<file path="config.mk">
export PLATFORM = sky130hd
export DESIGN_NAME = ufc_top
export DESIGN_NICKNAME = d
export VERILOG_FILES = /design/src/inc/ufc_pkg.sv /design/src/inc/ufc_fifo_if.sv /design/src/hdl/ufc_fifo.sv /design/src/hdl/ufc_top.sv
export SDC_FILE = /design/constraint.sdc
export NUM_CORES = 1
export LEC_CHECK = 0
export ABC_AREA = 1
export BUFFER_PORTS_ARGS = -buffer_cell sky130_fd_sc_hd__buf_2
export CELL_PAD_IN_SITES_DETAIL_PLACEMENT = 1
export CELL_PAD_IN_SITES_GLOBAL_PLACEMENT = 1
export CORE_ASPECT_RATIO = 0.5
export CORE_UTILIZATION = 55
export CTS_CLUSTER_DIAMETER = 80
export DETAILED_ROUTE_END_ITERATION = 7
export HOLD_SLACK_MARGIN = 0.02
export PLACE_DENSITY_LB_ADDON = 0.1
export SLEW_MARGIN = 20
export SYNTH_ARGS = -nofsm -noshare
export SYNTH_HDL_FRONTEND = slang
export SYNTH_SLANG_ARGS = --single-unit
</file>
<file path="constraint.sdc">
create_clock -name clk_i -period 8.9 [get_ports clk_i]
set_input_delay 0.445 -clock clk_i [delete_from_list [all_inputs] [get_ports clk_i]]
set_output_delay 0.445 -clock clk_i [all_outputs]
set_load 0.01 [all_outputs]
</file>
<file path="src/inc/ufc_pkg.sv">
// How it works
// - control bit 0 enables both FIFOs
// - control bit 2 clears transmit FIFO, self-clears
// - control bit 1 clears receive FIFO, self-clears
// - bits 7:6 pick receive level 8/16/24/28
// - receive ready at level, also flow stop
// - bits 5:4 pick transmit level 16/8/24/30
// - transmit empty event when count falls below level
// - any non-zero level register overrides coded levels
// - receive ready withdrawn when count below level
// - status read or data write clears transmit event
package ufc_pkg;
  // fifo geometry
  localparam int unsigned DEPTH = 32;
  localparam int unsigned AW    = 5;
  localparam int unsigned CW    = 6;
  localparam int unsigned DW    = 8;
  localparam int unsigned ADW   = 4;

  typedef logic [DW-1:0]  ufc_byte_t;
  typedef logic [CW-1:0]  ufc_cnt_t;
  typedef logic [ADW-1:0] ufc_addr_t;

  // register offsets
  localparam ufc_addr_t ADDR_CTL    = 4'h0;
  localparam ufc_addr_t ADDR_RX_LVL = 4'h1;
  localparam ufc_addr_t ADDR_TX_LVL = 4'h2;
  localparam ufc_addr_t ADDR_FL_HI  = 4'h3;
  localparam ufc_addr_t ADDR_FL_LO  = 4'h4;
  localparam ufc_addr_t ADDR_STAT   = 4'h5;
  localparam ufc_addr_t ADDR_MASK   = 4'h6;
  localparam ufc_addr_t ADDR_DATA   = 4'h7;
  localparam ufc_addr_t ADDR_RX_CNT = 4'h8;
  localparam ufc_addr_t ADDR_TX_CNT = 4'h9;

  // fifo control field positions
  localparam int unsigned CTL_EN    = 0;
  localparam int unsigned CTL_RXCLR = 1;
  localparam int unsigned CTL_TXCLR = 2;
  localparam int unsigned CTL_TXT   = 4;
  localparam int unsigned CTL_RXT   = 6;
  localparam ufc_byte_t   CTL_WMASK = 8'hf7;

  // reset values
  localparam ufc_byte_t CTL_RST = 8'h00;
  localparam ufc_byte_t LVL_RST = 8'h00;

  // coded trigger levels, bytes
  localparam ufc_byte_t RX_TRIG_0 = 8'h08;
  localparam ufc_byte_t RX_TRIG_1 = 8'h10;
  localparam ufc_byte_t RX_TRIG_2 = 8'h18;
  localparam ufc_byte_t RX_TRIG_3 = 8'h1c;
  localparam ufc_byte_t TX_TRIG_0 = 8'h10;
  localparam ufc_byte_t TX_TRIG_1 = 8'h08;
  localparam ufc_byte_t TX_TRIG_2 = 8'h18;
  localparam ufc_byte_t TX_TRIG_3 = 8'h1e;
  localparam ufc_byte_t LVL_MIN   = 8'h01;

  // fill limits with and without fifo mode
  localparam ufc_cnt_t FULL_DEPTH = 6'h20;
  localparam ufc_cnt_t HOLD_DEPTH = 6'h01;

  // interrupt status bits
  localparam int unsigned ST_RXREADY = 0;
  localparam int unsigned ST_TXEMP   = 1;
  localparam int unsigned ST_RXOVR   = 2;
  localparam int unsigned ST_W       = 3;
endpackage

</file>
<file path="src/inc/ufc_fifo_if.sv">
`timescale 1ns/1ps
// signals between the control logic and one byte store
interface ufc_fifo_if;
  import ufc_pkg::*;
  logic      push;   // write one byte
  logic      pop;    // drop the head byte
  logic      clr;    // empty the store
  ufc_byte_t din;    // byte to write
  ufc_cnt_t  limit;  // highest fill allowed
  ufc_byte_t dout;   // head byte, registered
  ufc_cnt_t  cnt;    // fill count
  logic      full;   // count at limit
  logic      empty;  // count zero
  modport owner (output push, pop, clr, din, limit,
                 input  dout, cnt, full, empty);
  modport store (input  push, pop, clr, din, limit,
                 output dout, cnt, full, empty);
endinterface

</file>
<file path="src/hdl/ufc_fifo.sv">
`timescale 1ns/1ps
// byte store with counter; head byte always waits in a register
module ufc_fifo
(
  // clock and reset
  input wire logic   clk_i,
  input wire logic   sys_rst_i,
  // control side
  ufc_fifo_if.store  f
);
  import ufc_pkg::*;

  ufc_byte_t        mem_q [DEPTH];  // storage, no reset needed
  logic [AW-1:0]    wr_q;           // write pointer
  logic [AW-1:0]    rd_q;           // read pointer
  logic [AW-1:0]    rd_nxt;         // read pointer after this edge
  ufc_cnt_t         cnt_q;          // fill count
  logic             do_push;        // accepted write
  logic             do_pop;         // accepted read

  // full against the live limit, so non-fifo mode holds one byte
  assign f.full  = cnt_q >= f.limit;
  assign f.empty = cnt_q == '0;
  assign f.cnt   = cnt_q;
  assign do_push = f.push && !f.full;
  assign do_pop  = f.pop && !f.empty;
  assign rd_nxt  = rd_q + AW'(do_pop);

  // storage write
  always_ff @(posedge clk_i) begin
    if (do_push) begin
      mem_q[wr_q] <= f.din;
    end
  end

  // pointers and count; clear wins over traffic
  always_ff @(posedge clk_i) begin
    if (sys_rst_i || f.clr) begin
      wr_q  <= '0;
      rd_q  <= '0;
      cnt_q <= '0;
    end else begin
      wr_q  <= wr_q + AW'(do_push);
      rd_q  <= rd_nxt;
      cnt_q <= cnt_q + CW'(do_push) - CW'(do_pop);
    end
  end

  // head register; bypass when the new byte lands in the head slot
  always_ff @(posedge clk_i) begin
    if (sys_rst_i || f.clr) begin
      f.dout <= '0;
    end else if (do_push && wr_q == rd_nxt) begin
      f.dout <= f.din;
    end else begin
      f.dout <= mem_q[rd_nxt];
    end
  end
endmodule

</file>
<file path="src/hdl/ufc_top.sv">
// The address-and-strobe port and the placing of the registers were left to the implementer.
`timescale 1ns/1ps
// fifo control of a single uart: control register, levels, interrupts
module ufc_top
(
  // clock and reset
  input  wire logic               clk_i,
  input  wire logic               sys_rst_i,
  // register port
  input  wire ufc_pkg::ufc_addr_t addr_i,
  input  wire ufc_pkg::ufc_byte_t wdata_i,
  input  wire logic               wr_i,
  input  wire logic               rd_i,
  output      ufc_pkg::ufc_byte_t rdata_o,
  // receiver side
  input  wire logic               rx_valid_i,
  input  wire ufc_pkg::ufc_byte_t rx_data_i,
  // transmitter side
  input  wire logic               tx_req_i,
  output      ufc_pkg::ufc_byte_t tx_data_o,
  output      logic               tx_strobe_o,
  output      logic               tx_pend_o,
  // status and flow
  output      logic               irq_o,
  output      logic               rx_ready_o,
  output      logic               rx_flow_stop_o,
  output      logic               tx_below_o,
  output      logic               fifo_en_o
);
  import ufc_pkg::*;

  ufc_fifo_if rxf ();               // receive store
  ufc_fifo_if txf ();               // transmit store

  ufc_byte_t        ctl_q;          // fifo_control_reg
  ufc_byte_t        rx_lvl_q;       // rx_interrupt_level_reg
  ufc_byte_t        tx_lvl_q;       // tx_interrupt_level_reg
  ufc_byte_t        fl_hi_q;        // flow_upper_threshold_reg
  ufc_byte_t        fl_lo_q;        // flow_lower_threshold_reg
  logic [ST_W-1:0]  status_q;       // interrupt_status_reg
  logic [ST_W-1:0]  mask_q;         // interrupt mask
  logic             tx_below_q;     // last cycle's below-level state
  logic             wr_ctl;         // control register write
  logic             rd_stat;        // status register read
  logic             fifo_en;        // fifo mode
  logic             override;       // level registers in charge
  ufc_byte_t        rx_code;        // coded receive level
  ufc_byte_t        tx_code;        // coded transmit level
  ufc_byte_t        rx_trig;        // effective receive level
  ufc_byte_t        tx_trig;        // effective transmit level
  logic             rx_at;          // receive count at level
  logic             tx_below;       // transmit count below level
  logic             tx_ev;          // transmit just fell below level
  logic [ST_W-1:0]  w1c;            // bits written with one

  // byte stores
  ufc_fifo u_rx_fifo (
    .clk_i     (clk_i),
    .sys_rst_i (sys_rst_i),
    .f         (rxf)
  );

  ufc_fifo u_tx_fifo (
    .clk_i     (clk_i),
    .sys_rst_i (sys_rst_i),
    .f         (txf)
  );

  // decode
  assign wr_ctl  = wr_i && (addr_i == ADDR_CTL);
  assign rd_stat = rd_i && (addr_i == ADDR_STAT);
  assign w1c     = (wr_i && addr_i == ADDR_STAT) ? wdata_i[ST_W-1:0] : '0;
  assign fifo_en = ctl_q[CTL_EN];

  // store hookup; a data read pops the receive head
  assign rxf.push  = rx_valid_i;
  assign rxf.din   = rx_data_i;
  assign rxf.pop   = rd_i && (addr_i == ADDR_DATA);
  assign rxf.clr   = ctl_q[CTL_RXCLR];
  assign txf.push  = wr_i && (addr_i == ADDR_DATA);
  assign txf.din   = wdata_i;
  assign txf.pop   = tx_req_i;
  assign txf.clr   = ctl_q[CTL_TXCLR];
  // without fifo mode each side is a one-byte holding register
  assign rxf.limit = fifo_en ? FULL_DEPTH : HOLD_DEPTH;
  assign txf.limit = fifo_en ? FULL_DEPTH : HOLD_DEPTH;

  // control register; bit 3 is dropped, clear bits live one cycle
  always_ff @(posedge clk_i) begin
    if (sys_rst_i) begin
      ctl_q <= CTL_RST;
    end else if (wr_ctl) begin
      ctl_q <= wdata_i & CTL_WMASK;
    end else begin
      // the store clears at this edge, so the bit can drop now
      ctl_q[CTL_RXCLR] <= 1'b0;
      ctl_q[CTL_TXCLR] <= 1'b0;
    end
  end

  // level and threshold registers
  always_ff @(posedge clk_i) begin
    if (sys_rst_i) begin
      rx_lvl_q <= LVL_RST;
      tx_lvl_q <= LVL_RST;
      fl_hi_q  <= LVL_RST;
      fl_lo_q  <= LVL_RST;
    end else if (wr_i) begin
      case (addr_i)
        ADDR_RX_LVL: rx_lvl_q <= wdata_i;
        ADDR_TX_LVL: tx_lvl_q <= wdata_i;
        ADDR_FL_HI:  fl_hi_q  <= wdata_i;
        ADDR_FL_LO:  fl_lo_q  <= wdata_i;
        default: ;
      endcase
    end
  end

  // coded levels from the control bits
  always_comb begin
    case (ctl_q[CTL_RXT +: 2])
      2'h0:    rx_code = RX_TRIG_0;
      2'h1:    rx_code = RX_TRIG_1;
      2'h2:    rx_code = RX_TRIG_2;
      default: rx_code = RX_TRIG_3;
    endcase
    case (ctl_q[CTL_TXT +: 2])
      2'h0:    tx_code = TX_TRIG_0;
      2'h1:    tx_code = TX_TRIG_1;
      2'h2:    tx_code = TX_TRIG_2;
      default: tx_code = TX_TRIG_3;
    endcase
  end

  // effective levels; a zero receive level would fire at once, a zero transmit level never, so floor at one
  assign override = |{rx_lvl_q, tx_lvl_q, fl_hi_q, fl_lo_q};
  always_comb begin
    if (!fifo_en) begin
      rx_trig = LVL_MIN;
      tx_trig = LVL_MIN;
    end else if (override) begin
      rx_trig = (rx_lvl_q == '0) ? LVL_MIN : rx_lvl_q;
      tx_trig = (tx_lvl_q == '0) ? LVL_MIN : tx_lvl_q;
    end else begin
      rx_trig = rx_code;
      tx_trig = tx_code;
    end
  end

  // level compares
  assign rx_at    = ufc_byte_t'(rxf.cnt) >= rx_trig;
  assign tx_below = ufc_byte_t'(txf.cnt) < tx_trig;
  assign tx_ev    = tx_below && !tx_below_q;

  // edge memory; starts below so reset itself is no event
  always_ff @(posedge clk_i) begin
    if (sys_rst_i) begin
      tx_below_q <= 1'b1;
    end else begin
      tx_below_q <= tx_below;
    end
  end

  // interrupt status; hardware set wins over any clear
  always_ff @(posedge clk_i) begin
    if (sys_rst_i) begin
      status_q <= '0;
    end else begin
      // receive ready follows the level, cleared below it
      status_q[ST_RXREADY] <= rx_at;
      if (tx_ev) begin
        status_q[ST_TXEMP] <= 1'b1;
      end else if (w1c[ST_TXEMP] || rd_stat || txf.push) begin
        status_q[ST_TXEMP] <= 1'b0;
      end
      // overrun: a byte arrived with the receive store full
      if (rxf.push && rxf.full) begin
        status_q[ST_RXOVR] <= 1'b1;
      end else if (w1c[ST_RXOVR]) begin
        status_q[ST_RXOVR] <= 1'b0;
      end
    end
  end

  // interrupt mask
  always_ff @(posedge clk_i) begin
    if (sys_rst_i) begin
      mask_q <= '0;
    end else if (wr_i && addr_i == ADDR_MASK) begin
      mask_q <= wdata_i[ST_W-1:0];
    end
  end

  // level outputs, one cycle behind the counts; irq_o one cycle behind the status register
  always_ff @(posedge clk_i) begin
    if (sys_rst_i) begin
      irq_o          <= 1'b0;
      rx_ready_o     <= 1'b0;
      rx_flow_stop_o <= 1'b0;
      tx_below_o     <= 1'b1;
      fifo_en_o      <= 1'b0;
      tx_pend_o      <= 1'b0;
    end else begin
      irq_o          <= |(status_q & mask_q);
      rx_ready_o     <= rx_at;
      rx_flow_stop_o <= rx_at;
      tx_below_o     <= tx_below;
      fifo_en_o      <= fifo_en;
      tx_pend_o      <= !txf.empty;
    end
  end

  // transmit byte hand-off; a request to an empty store is dropped
  always_ff @(posedge clk_i) begin
    if (sys_rst_i) begin
      tx_strobe_o <= 1'b0;
      tx_data_o   <= '0;
    end else begin
      tx_strobe_o <= tx_req_i && !txf.empty;
      if (tx_req_i && !txf.empty) begin
        tx_data_o <= txf.dout;
      end
    end
  end

  // read data stand only in the cycle after the strobe
  always_ff @(posedge clk_i) begin
    if (sys_rst_i) begin
      rdata_o <= '0;
    end else if (rd_i) begin
      case (addr_i)
        ADDR_CTL:    rdata_o <= ctl_q & CTL_WMASK;
        ADDR_RX_LVL: rdata_o <= rx_lvl_q;
        ADDR_TX_LVL: rdata_o <= tx_lvl_q;
        ADDR_FL_HI:  rdata_o <= fl_hi_q;
        ADDR_FL_LO:  rdata_o <= fl_lo_q;
        ADDR_STAT:   rdata_o <= ufc_byte_t'(status_q);
        ADDR_MASK:   rdata_o <= ufc_byte_t'(mask_q);
        ADDR_DATA:   rdata_o <= rxf.dout;
        ADDR_RX_CNT: rdata_o <= ufc_byte_t'(rxf.cnt);
        ADDR_TX_CNT: rdata_o <= ufc_byte_t'(txf.cnt);
        default:     rdata_o <= '0;
      endcase
    end else begin
      rdata_o <= '0;
    end
  end
endmodule

</file>
==> results of run 1 <==
-- per-layer routing --
| metal | routed length (microns) | GRT usage [%] |
|---|---|---|
| met2 | 36700 | 53.7 |
| met4 | 2070 | 9.78 |
| met1 | 29500 | 39.6 |
| met5 | 13 | 0 |
| met3 | 4400 | 4.51 |
-- cells in the mapped netlist (2+ instances only) --
cell	count
fa_1	2
ha_1	41
buf_2	26
a211oi_1	2
o21ai_1	13
nand3_1	137
a221oi_1	6
nand2_1	102
nand4_1	10
o21ai_0	326
o211ai_1	6
o221ai_1	126
nand3_2	3
a31oi_1	2
a2111oi_0	2
inv_1	106
o21a_1	3
edfxtp_1	512
a21oi_1	81
dfxtp_1	114
clkinv_1	6
xnor2_2	2
o2111ai_1	3
inv_2	5
clkbuf_1	93
buf_1	2
buf_4	2
nor2_1	425
o22ai_1	17
xor2_1	3
-- stage by stage --
| stage | worst slack [ps] | total power, uW |
|---|---|---|
| 2_1_floorplan | 6080 | 4410 |
| 3_3_place_gp | 4010 | 4870 |
| 3_5_place_dp | 3760 | 4960 |
| 4_1_cts | 3760 | 7280 |
| 5_1_grt | 3120 | 7560 |
| 6_report | 3690 | 7260 |
-- critical path, cell delays in order (launching register included) --
cell and delay, ps:
dfxtp_1 340, inv_1 140, ha_1 190, nand4_1 140, nand2_1 270, clkinv_1 390
ha_4 830, clkinv_2 890, buf_4 630, nand2_1 150, nand4_1 100, a21oi_1 170
o2111ai_2 380, o21ai_0 300, a21oi_1 60
-- report_power, final --
| part | internal [uW] | switching [uW] |
|---|---|---|
| registers | 3270 | 84.7 |
| clock network | 1300 | 1050 |
| logic | 444 | 1110 |
| total | 5010 | 2250 |
-- state kept, by name (all words and copies together), names as in the netlist --
name,flops
u_tx_fifo.f.dout,8
tx_pend_o,1
ctl_q,7
fl_lo_q,8
u_tx_fifo.rd_q,5
tx_data_o,8
u_tx_fifo.f.cnt,6
u_tx_fifo.mem_q,256
mask_q,3
u_rx_fifo.f.cnt,6
rdata_o,8
fifo_en_o,1
irq_o,1
rx_lvl_q,8
u_rx_fifo.f.dout,8
tx_strobe_o,1
tx_below_o,1
u_tx_fifo.wr_q,5
u_rx_fifo.wr_q,5
u_rx_fifo.rd_q,5
u_rx_fifo.mem_q,256
tx_lvl_q,8
status_q,3
fl_hi_q,8
-- cell families after synthesis --
| kind of cell | count (synthesis) | synth area share, % |
|---|---|---|
| AOI/OAI and AO/OA | 593 | 13.9 |
| xor gates and xnor gates | 8 | 0.435 |
| adders and majority gates | 43 | 2.16 |
| buffers and inverters | 242 | 3.72 |
| DFF | 626 | 68.9 |
| and+or+nand+nor | 681 | 10.9 |
-- cell usage in the layout (no fill, tap or decap), types with 4 or more instances in the layout --
cell / count
o21ai_0: 326
nand4_1: 10
o21ai_1: 13
a21oi_1: 81
nand2_1: 102
buf_4: 17
clkbuf_16: 53
a221oi_1: 6
ha_1: 37
inv_1: 103
edfxtp_1: 512
o22ai_1: 17
inv_2: 4
o211ai_1: 6
bufinv_16: 6
clkbuf_1: 15
nand3_1: 137
clkinv_1: 15
clkinv_2: 13
buf_2: 48
dfxtp_1: 114
nor2_1: 424
o221ai_1: 126
-- layout make-up --
class	count	area, sq um	share of cell area, %
Sequential cell	626	17700	63.0
Multi-Input combinational cell	1325	7060	25.2
Clock buffer	71	1420	5.08
Tap cell	627	785	2.80
Inverter	118	448	1.60
Timing Repair Buffer	65	368	1.31
Clock inverter	25	269	0.960
Antenna cell	1	2.50	0.00893
-- path summary, 6_finish.rpt --
| path | slack [ps] | cells past startpoint | endpoint |
|---|---|---|---|
| max reg2reg | 3690 | 14 | u_tx_fifo.f.dout[3]$_SDFF_PP0_ |
| min | 220 | 3 | status_q[2]$_SDFFE_PP0P_ |
| max | 3690 | 14 | u_tx_fifo.f.dout[3]$_SDFF_PP0_ |
| min reg2reg | 480 | 2 | tx_data_o[2]$_SDFFE_PP0P_ |
==> results.json, run 1 <==
{
  "run_status": "finished clean",
  "vias": 18000,
  "layout.cell_area.non_filler_sq_um": 28000,
  "synth.ff_latch_count": 626,
  "design.die.area_sq_um": 47500,
  "drt_pass1_iterations": 5,
  "post_cts_hold_buffer_count": 0,
  "globalRoute.totalOverflow": 0,
  "fill_cells": 4643,
  "setup.worst_path.start_class": "flop",
  "clkLatencyLatePin_ps": 600,
  "achievable-frequency_ghz": 0.192,
  "synth_area_per_cell_sq_um": 11.7,
  "synthDominantCellAreaShare_pct": 60.0,
  "finish.utilization_pct": 61.5,
  "synth_top_area_cell": "edfxtp_1",
  "drt_iter0_markers": 1724,
  "pin_count": 49,
  "core_sq_um": 45600,
  "timing_worst_setup_path_type": "reg2reg",
  "final_nets": 2258,
  "area.growth.synth_to_final_pct": 9.36,
  "post_route_cells_drive_above_1_share_pct": 7.22,
  "worstSetupEndpointType": "flop",
  "grt_start_max_net_pins": 80,
  "grt_first_pass_wirelength_microns": 110000,
  "timing.max_cap.violations": 0,
  "startpoint_of_the_most_critical_hold_path": "rx_valid_i",
  "chipWidth_microns": 307,
  "numCtsBuffers": 53,
  "finalHoldViolCount": 0,
  "ctsHtreeMaxLevel": 2,
  "dr_wl_cell_microns": 25.4,
  "powerDensity_nw_per_um2": 259,
  "worst_ep_required_time_ps": 9360,
  "cts_resized": 0,
  "detail-route-antenna-nets": 0,
  "detailed_place.area_sq_um": 26300,
  "hold_path_class": "in2reg",
  "number_of_non_filler_instances_in_the_completed_layout": 2858,
  "dr_vias_cell": 6.29,
  "cts_tree": "yes",
  "groute.usage.overall_pct": 30.7,
  "synth-seq-area-share_pct": 68.9,
  "final_hold_slack_ps": 215,
  "worst_ir_drop_vdd_uv": 192,
  "count_of_input_and_output_buffers": 48,
  "leakagePower_uw": 0.00932,
  "report.final.setup_viol": 0,
  "placed_cells_incl_taps": 2761,
  "rr_startpoint": "u_tx_fifo.f.cnt[2]$_SDFF_PP0_",
  "timing.final.max_slew_violations": 0,
  "synth.lib_cells_used.distinct": 45,
  "syn_area_sq_um": 25600,
  "floorplan.initialDensity_pct": 56.2,
  "worst_slew_pin_slew_ps": 1080,
  "synthesis.nets": 2262,
  "postSynth.topFlopCell": "edfxtp_1",
  "synth.top_cells.by_area": "edfxtp_1 (60%), dfxtp_1 (8.9%), o21ai_0 (6.4%)",
  "std_cell_rows": 55,
  "timing.critical_path.fanout_max": 66,
  "die_y_microns": 155,
  "rsz0062_at_grt": "no",
  "tns_ps": 0,
  "postCtsSetupRepairBufs": 0,
  "fin_skew_ps": 14.5,
  "route.final.wire_length_microns": 72700,
  "clockRootBuffer": "clkbuf_16",
  "slew_headroom_pct": 27.9,
  "synth_edf_count": 512,
  "timing.final.crit_period_ps": 5210,
  "post-route-drc-count": 0,
  "post-dp-hpwl_microns": 44100,
  "grt_antenna_before_repair": 3,
  "number_of_global_route_vias_before_repair": 18400,
  "synth_cells": 2193,
  "gp_congestion": 0.885,
  "cts.clk_slew.worst_paths_ps": 70,
  "finalCritPeriodShare_pct": 58.6,
  "clock_path_buffers": 3,
  "worstPathArrival_ps": 5670,
  "yosys_warnings": 0,
  "numClockSinks": 626,
  "beginning_of_the_critical_path": "u_tx_fifo.f.cnt[2]$_SDFF_PP0_",
  "postSynth.asyncResetShare_pct": 0
}
(Power assumes the default switching activity.)
==> inputs of run 2 (changes only) <==
--- a/config.mk
+++ b/config.mk
@@ -10,7 +10,7 @@
 export CELL_PAD_IN_SITES_DETAIL_PLACEMENT = 1
 export CELL_PAD_IN_SITES_GLOBAL_PLACEMENT = 1
 export CORE_ASPECT_RATIO = 0.5
-export CORE_UTILIZATION = 55
+export CORE_UTILIZATION = 46
 export CTS_CLUSTER_DIAMETER = 80
 export DETAILED_ROUTE_END_ITERATION = 7
 export HOLD_SLACK_MARGIN = 0.02
==> constraint.sdc (replaced) <==
create_clock -name clk_i -period 4.5 [get_ports clk_i]
set_input_delay 0.225 -clock clk_i [delete_from_list [all_inputs] [get_ports clk_i]]
set_output_delay 0.225 -clock clk_i [all_outputs]
set_load 0.01 [all_outputs]
==> run 2 against run 1 <==
Final area rose by 2.6%. Routed wire length is essentially flat. Global-route usage down 4.8 points. Core utilization shrank 8.6 points. Die area increased by 19%. First-iteration DRC count down 26%. Via count fell by 2.2%. Cell count up 5.9%. Largest power group unchanged.
==> results.json, run 2 (synthesized netlist as in run 1, its figures left out) <==
{
  "numClockSinks": 626,
  "dr_vias_cell": 5.81,
  "switching_share_pct": 30.4,
  "r2r-end": "u_tx_fifo.f.dout[0]$_SDFF_PP0_",
  "timing.final.crit_period_ps": 3750,
  "seq_area_sq_um": 17700,
  "finalCritPeriodShare_pct": 83.3,
  "core_sq_um": 54400,
  "drt_pass1_iterations": 5,
  "post-dp-hpwl_microns": 44500,
  "timing.final.max_slew_violations": 0,
  "rsz0062_at_grt": "no",
  "layout.cell_area.non_filler_sq_um": 28700,
  "leakagePower_uw": 0.00964,
  "timing.critical_path.fanout_max": 25,
  "layout.cells.most_common_list": "edfxtp_1 (512), nor2_1 (424), o21ai_0 (326)",
  "detailed_place.area_sq_um": 26800,
  "cell_internal_pwr_uw": 10300,
  "dr_wl_cell_microns": 24.0,
  "rr_startpoint": "u_tx_fifo.f.cnt[4]$_SDFF_PP0_",
  "hold_end": "tx_strobe_o$_SDFF_PP0_",
  "area.growth.synth_to_final_pct": 12.2,
  "std_cell_rows": 60,
  "fill_cells": 5688,
  "final_nets": 2302,
  "achievable-frequency_ghz": 0.267,
  "finalHoldViolCount": 0,
  "cts.clk_slew.worst_paths_ps": 70,
  "numCtsBuffers": 54,
  "largest_registers": "u_rx_fifo.mem_q x256, u_tx_fifo.mem_q x256",
  "timing_worst_setup_path_type": "reg2reg",
  "layout_commonest_cell": "edfxtp_1",
  "place_worst_setup_slack_ps": 779,
  "die_y_microns": 169,
  "worst_ir_drop_vdd_uv": 561,
  "powerDensity_nw_per_um2": 516,
  "seq_power_share_pct": 44.7,
  "tns_ps": 0,
  "slew_headroom_pct": 29.5,
  "vias": 17600,
  "detail-route-antenna-nets": 0,
  "r2r.worst_path.cells": 15,
  "worst_slew_pin_slew_ps": 1060,
  "drt_iter0_markers": 1276,
  "count_of_input_and_output_buffers": 48,
  "worstPathArrival_ps": 4220,
  "clockRootBuffer": "clkbuf_16",
  "timing.max_cap.violations": 0,
  "grt_antenna_before_repair": 3,
  "pin_count": 49,
  "comb_power_share_pct": 20.9,
  "smallest_setup_slack_after_layout_ps": 753,
  "hold_path_class": "in2reg",
  "floorplan.initialDensity_pct": 47.1,
  "grt_first_pass_wirelength_microns": 111000,
  "total_switching_power_uw": 4510,
  "cts_tree": "yes",
  "clock_path_buffers": 3,
  "globalRoute.totalOverflow": 0,
  "setup.reg_to_reg.worst_slack_ps": 750,
  "post_route_cells_drive_above_1_share_pct": 9.30,
  "report.final.setup_viol": 0,
  "ctsHtreeMaxLevel": 2,
  "gp_congestion": 0.886,
  "hold-path-cell-count": 3,
  "post-route-drc-count": 0,
  "chipWidth_microns": 336,
  "postCtsSetupRepairBufs": 0,
  "setup.worst_path.start_class": "flop",
  "worstSetupEndpointType": "flop",
  "groute.usage.overall_pct": 25.9,
  "design.die.area_sq_um": 56700,
  "startpoint_of_the_most_critical_hold_path": "tx_req_i",
  "power.clock.fraction_pct": 34.4,
  "route.final.wire_length_microns": 72800,
  "run_status": "finished clean",
  "fin_skew_ps": 19.1,
  "final_hold_slack_ps": 67.5,
  "number_of_global_route_vias_before_repair": 18000,
  "clkLatencyLatePin_ps": 620,
  "grt_start_max_net_pins": 130,
  "multiInputGateArea_sq_um": 7060,
  "worst_ep_required_time_ps": 4980
}
[run 2: cell types whose count changed in the layout (fill, tap and decap cells not counted), sizes merged]
| cell | delta |
|---|---|
| clkbuf | +4 |
| inv | +2 |
| bufinv | +4 |
| dlygate4sd3 | +2 |
| buf | +41 |
| clkinv | -6 |
| clkinvlp | +2 |
| diode | +3 |
[run 2: stage by stage]
step                      std cells  total power (uW)  util [%]
final                          3027             14800      52.9
after global routing           3025             15500      52.9
after CTS                      3023             14900      52.9
after detailed placement       2919              9850      49.3
after global placement         2919              9760      49.3
after floorplan                2193              8730         -
[run 2: final cells by class]
class                   count  share of cell area [%]
multi-input cells        1325                    24.6
flip-flops and latches    626                    61.4
diodes                      4                  0.0348
well taps                 744                    3.24
clock buffers              75                    5.24
repair buffers            108                    2.59
inverters                 118                    1.56
clock inverters            27                    1.35
[run 2: power groups by stage]
stage | Sequential (uW) | Combinational, uW | Clock, uW
detailed placement | 6750 | 3110 | 0
finish | 6620 | 3100 | 5090
global placement | 6740 | 3010 | 0
global route | 6640 | 3510 | 5390
floorplan | 6690 | 2040 | 0
CTS | 6620 | 3120 | 5170
[run 2: critical path: stages (launching register included)]
cell       delay (ps)
dfxtp_1           320
inv_1             170
ha_1              190
nand4_1           120
nand2_1           250
clkinv_1          370
ha_4              300
ha_2              200
xnor2_4           220
inv_2             240
buf_12            220
nand2_1            70
a21oi_1           160
o2111ai_2         380
o21ai_0           300
a21oi_1            60
[run 2: worst max path at each step]
| stage | start | end | slack, ps |
|---|---|---|---|
| 6_report | u_tx_fifo.f.cnt[4]$_SDFF_PP0_ | u_tx_fifo.f.dout[0]$_SDFF_PP0_ | 750 |
| 3_5_place_dp | u_tx_fifo.f.cnt[3]$_SDFF_PP0_ | u_tx_fifo.f.dout[2]$_SDFF_PP0_ | 780 |
| 5_1_grt | u_tx_fifo.f.cnt[2]$_SDFF_PP0_ | u_tx_fifo.f.dout[1]$_SDFF_PP0_ | 310 |
| 2_1_floorplan | u_tx_fifo.f.cnt[2]$_SDFF_PP0_ | u_tx_fifo.f.dout[5]$_SDFF_PP0_ | 1680 |
| 4_1_cts | u_tx_fifo.f.cnt[2]$_SDFF_PP0_ | u_tx_fifo.f.dout[1]$_SDFF_PP0_ | 770 |
| 3_3_place_gp | u_tx_fifo.f.cnt[4]$_SDFF_PP0_ | u_tx_fifo.f.dout[3]$_SDFF_PP0_ | 880 |
[run 2: layer usage]
metal  share of wire (%)  up-vias  wire [microns]  track usage, %
met5                   0        -               0               0
met4                 2.5        0            1800            7.48
met3                 5.1      115            3690            4.56
met2                  48      409           34600            42.2
met1                  45     8920           32700            35.7
li1                    -     8128               -               -
[run 2: timing repair]
item                       in CTS  in global routing
hold endpoints to repair        2                  0
setup endpoints to repair       0                  0
resized for setup               0                  0
hold buffers                    2                  0
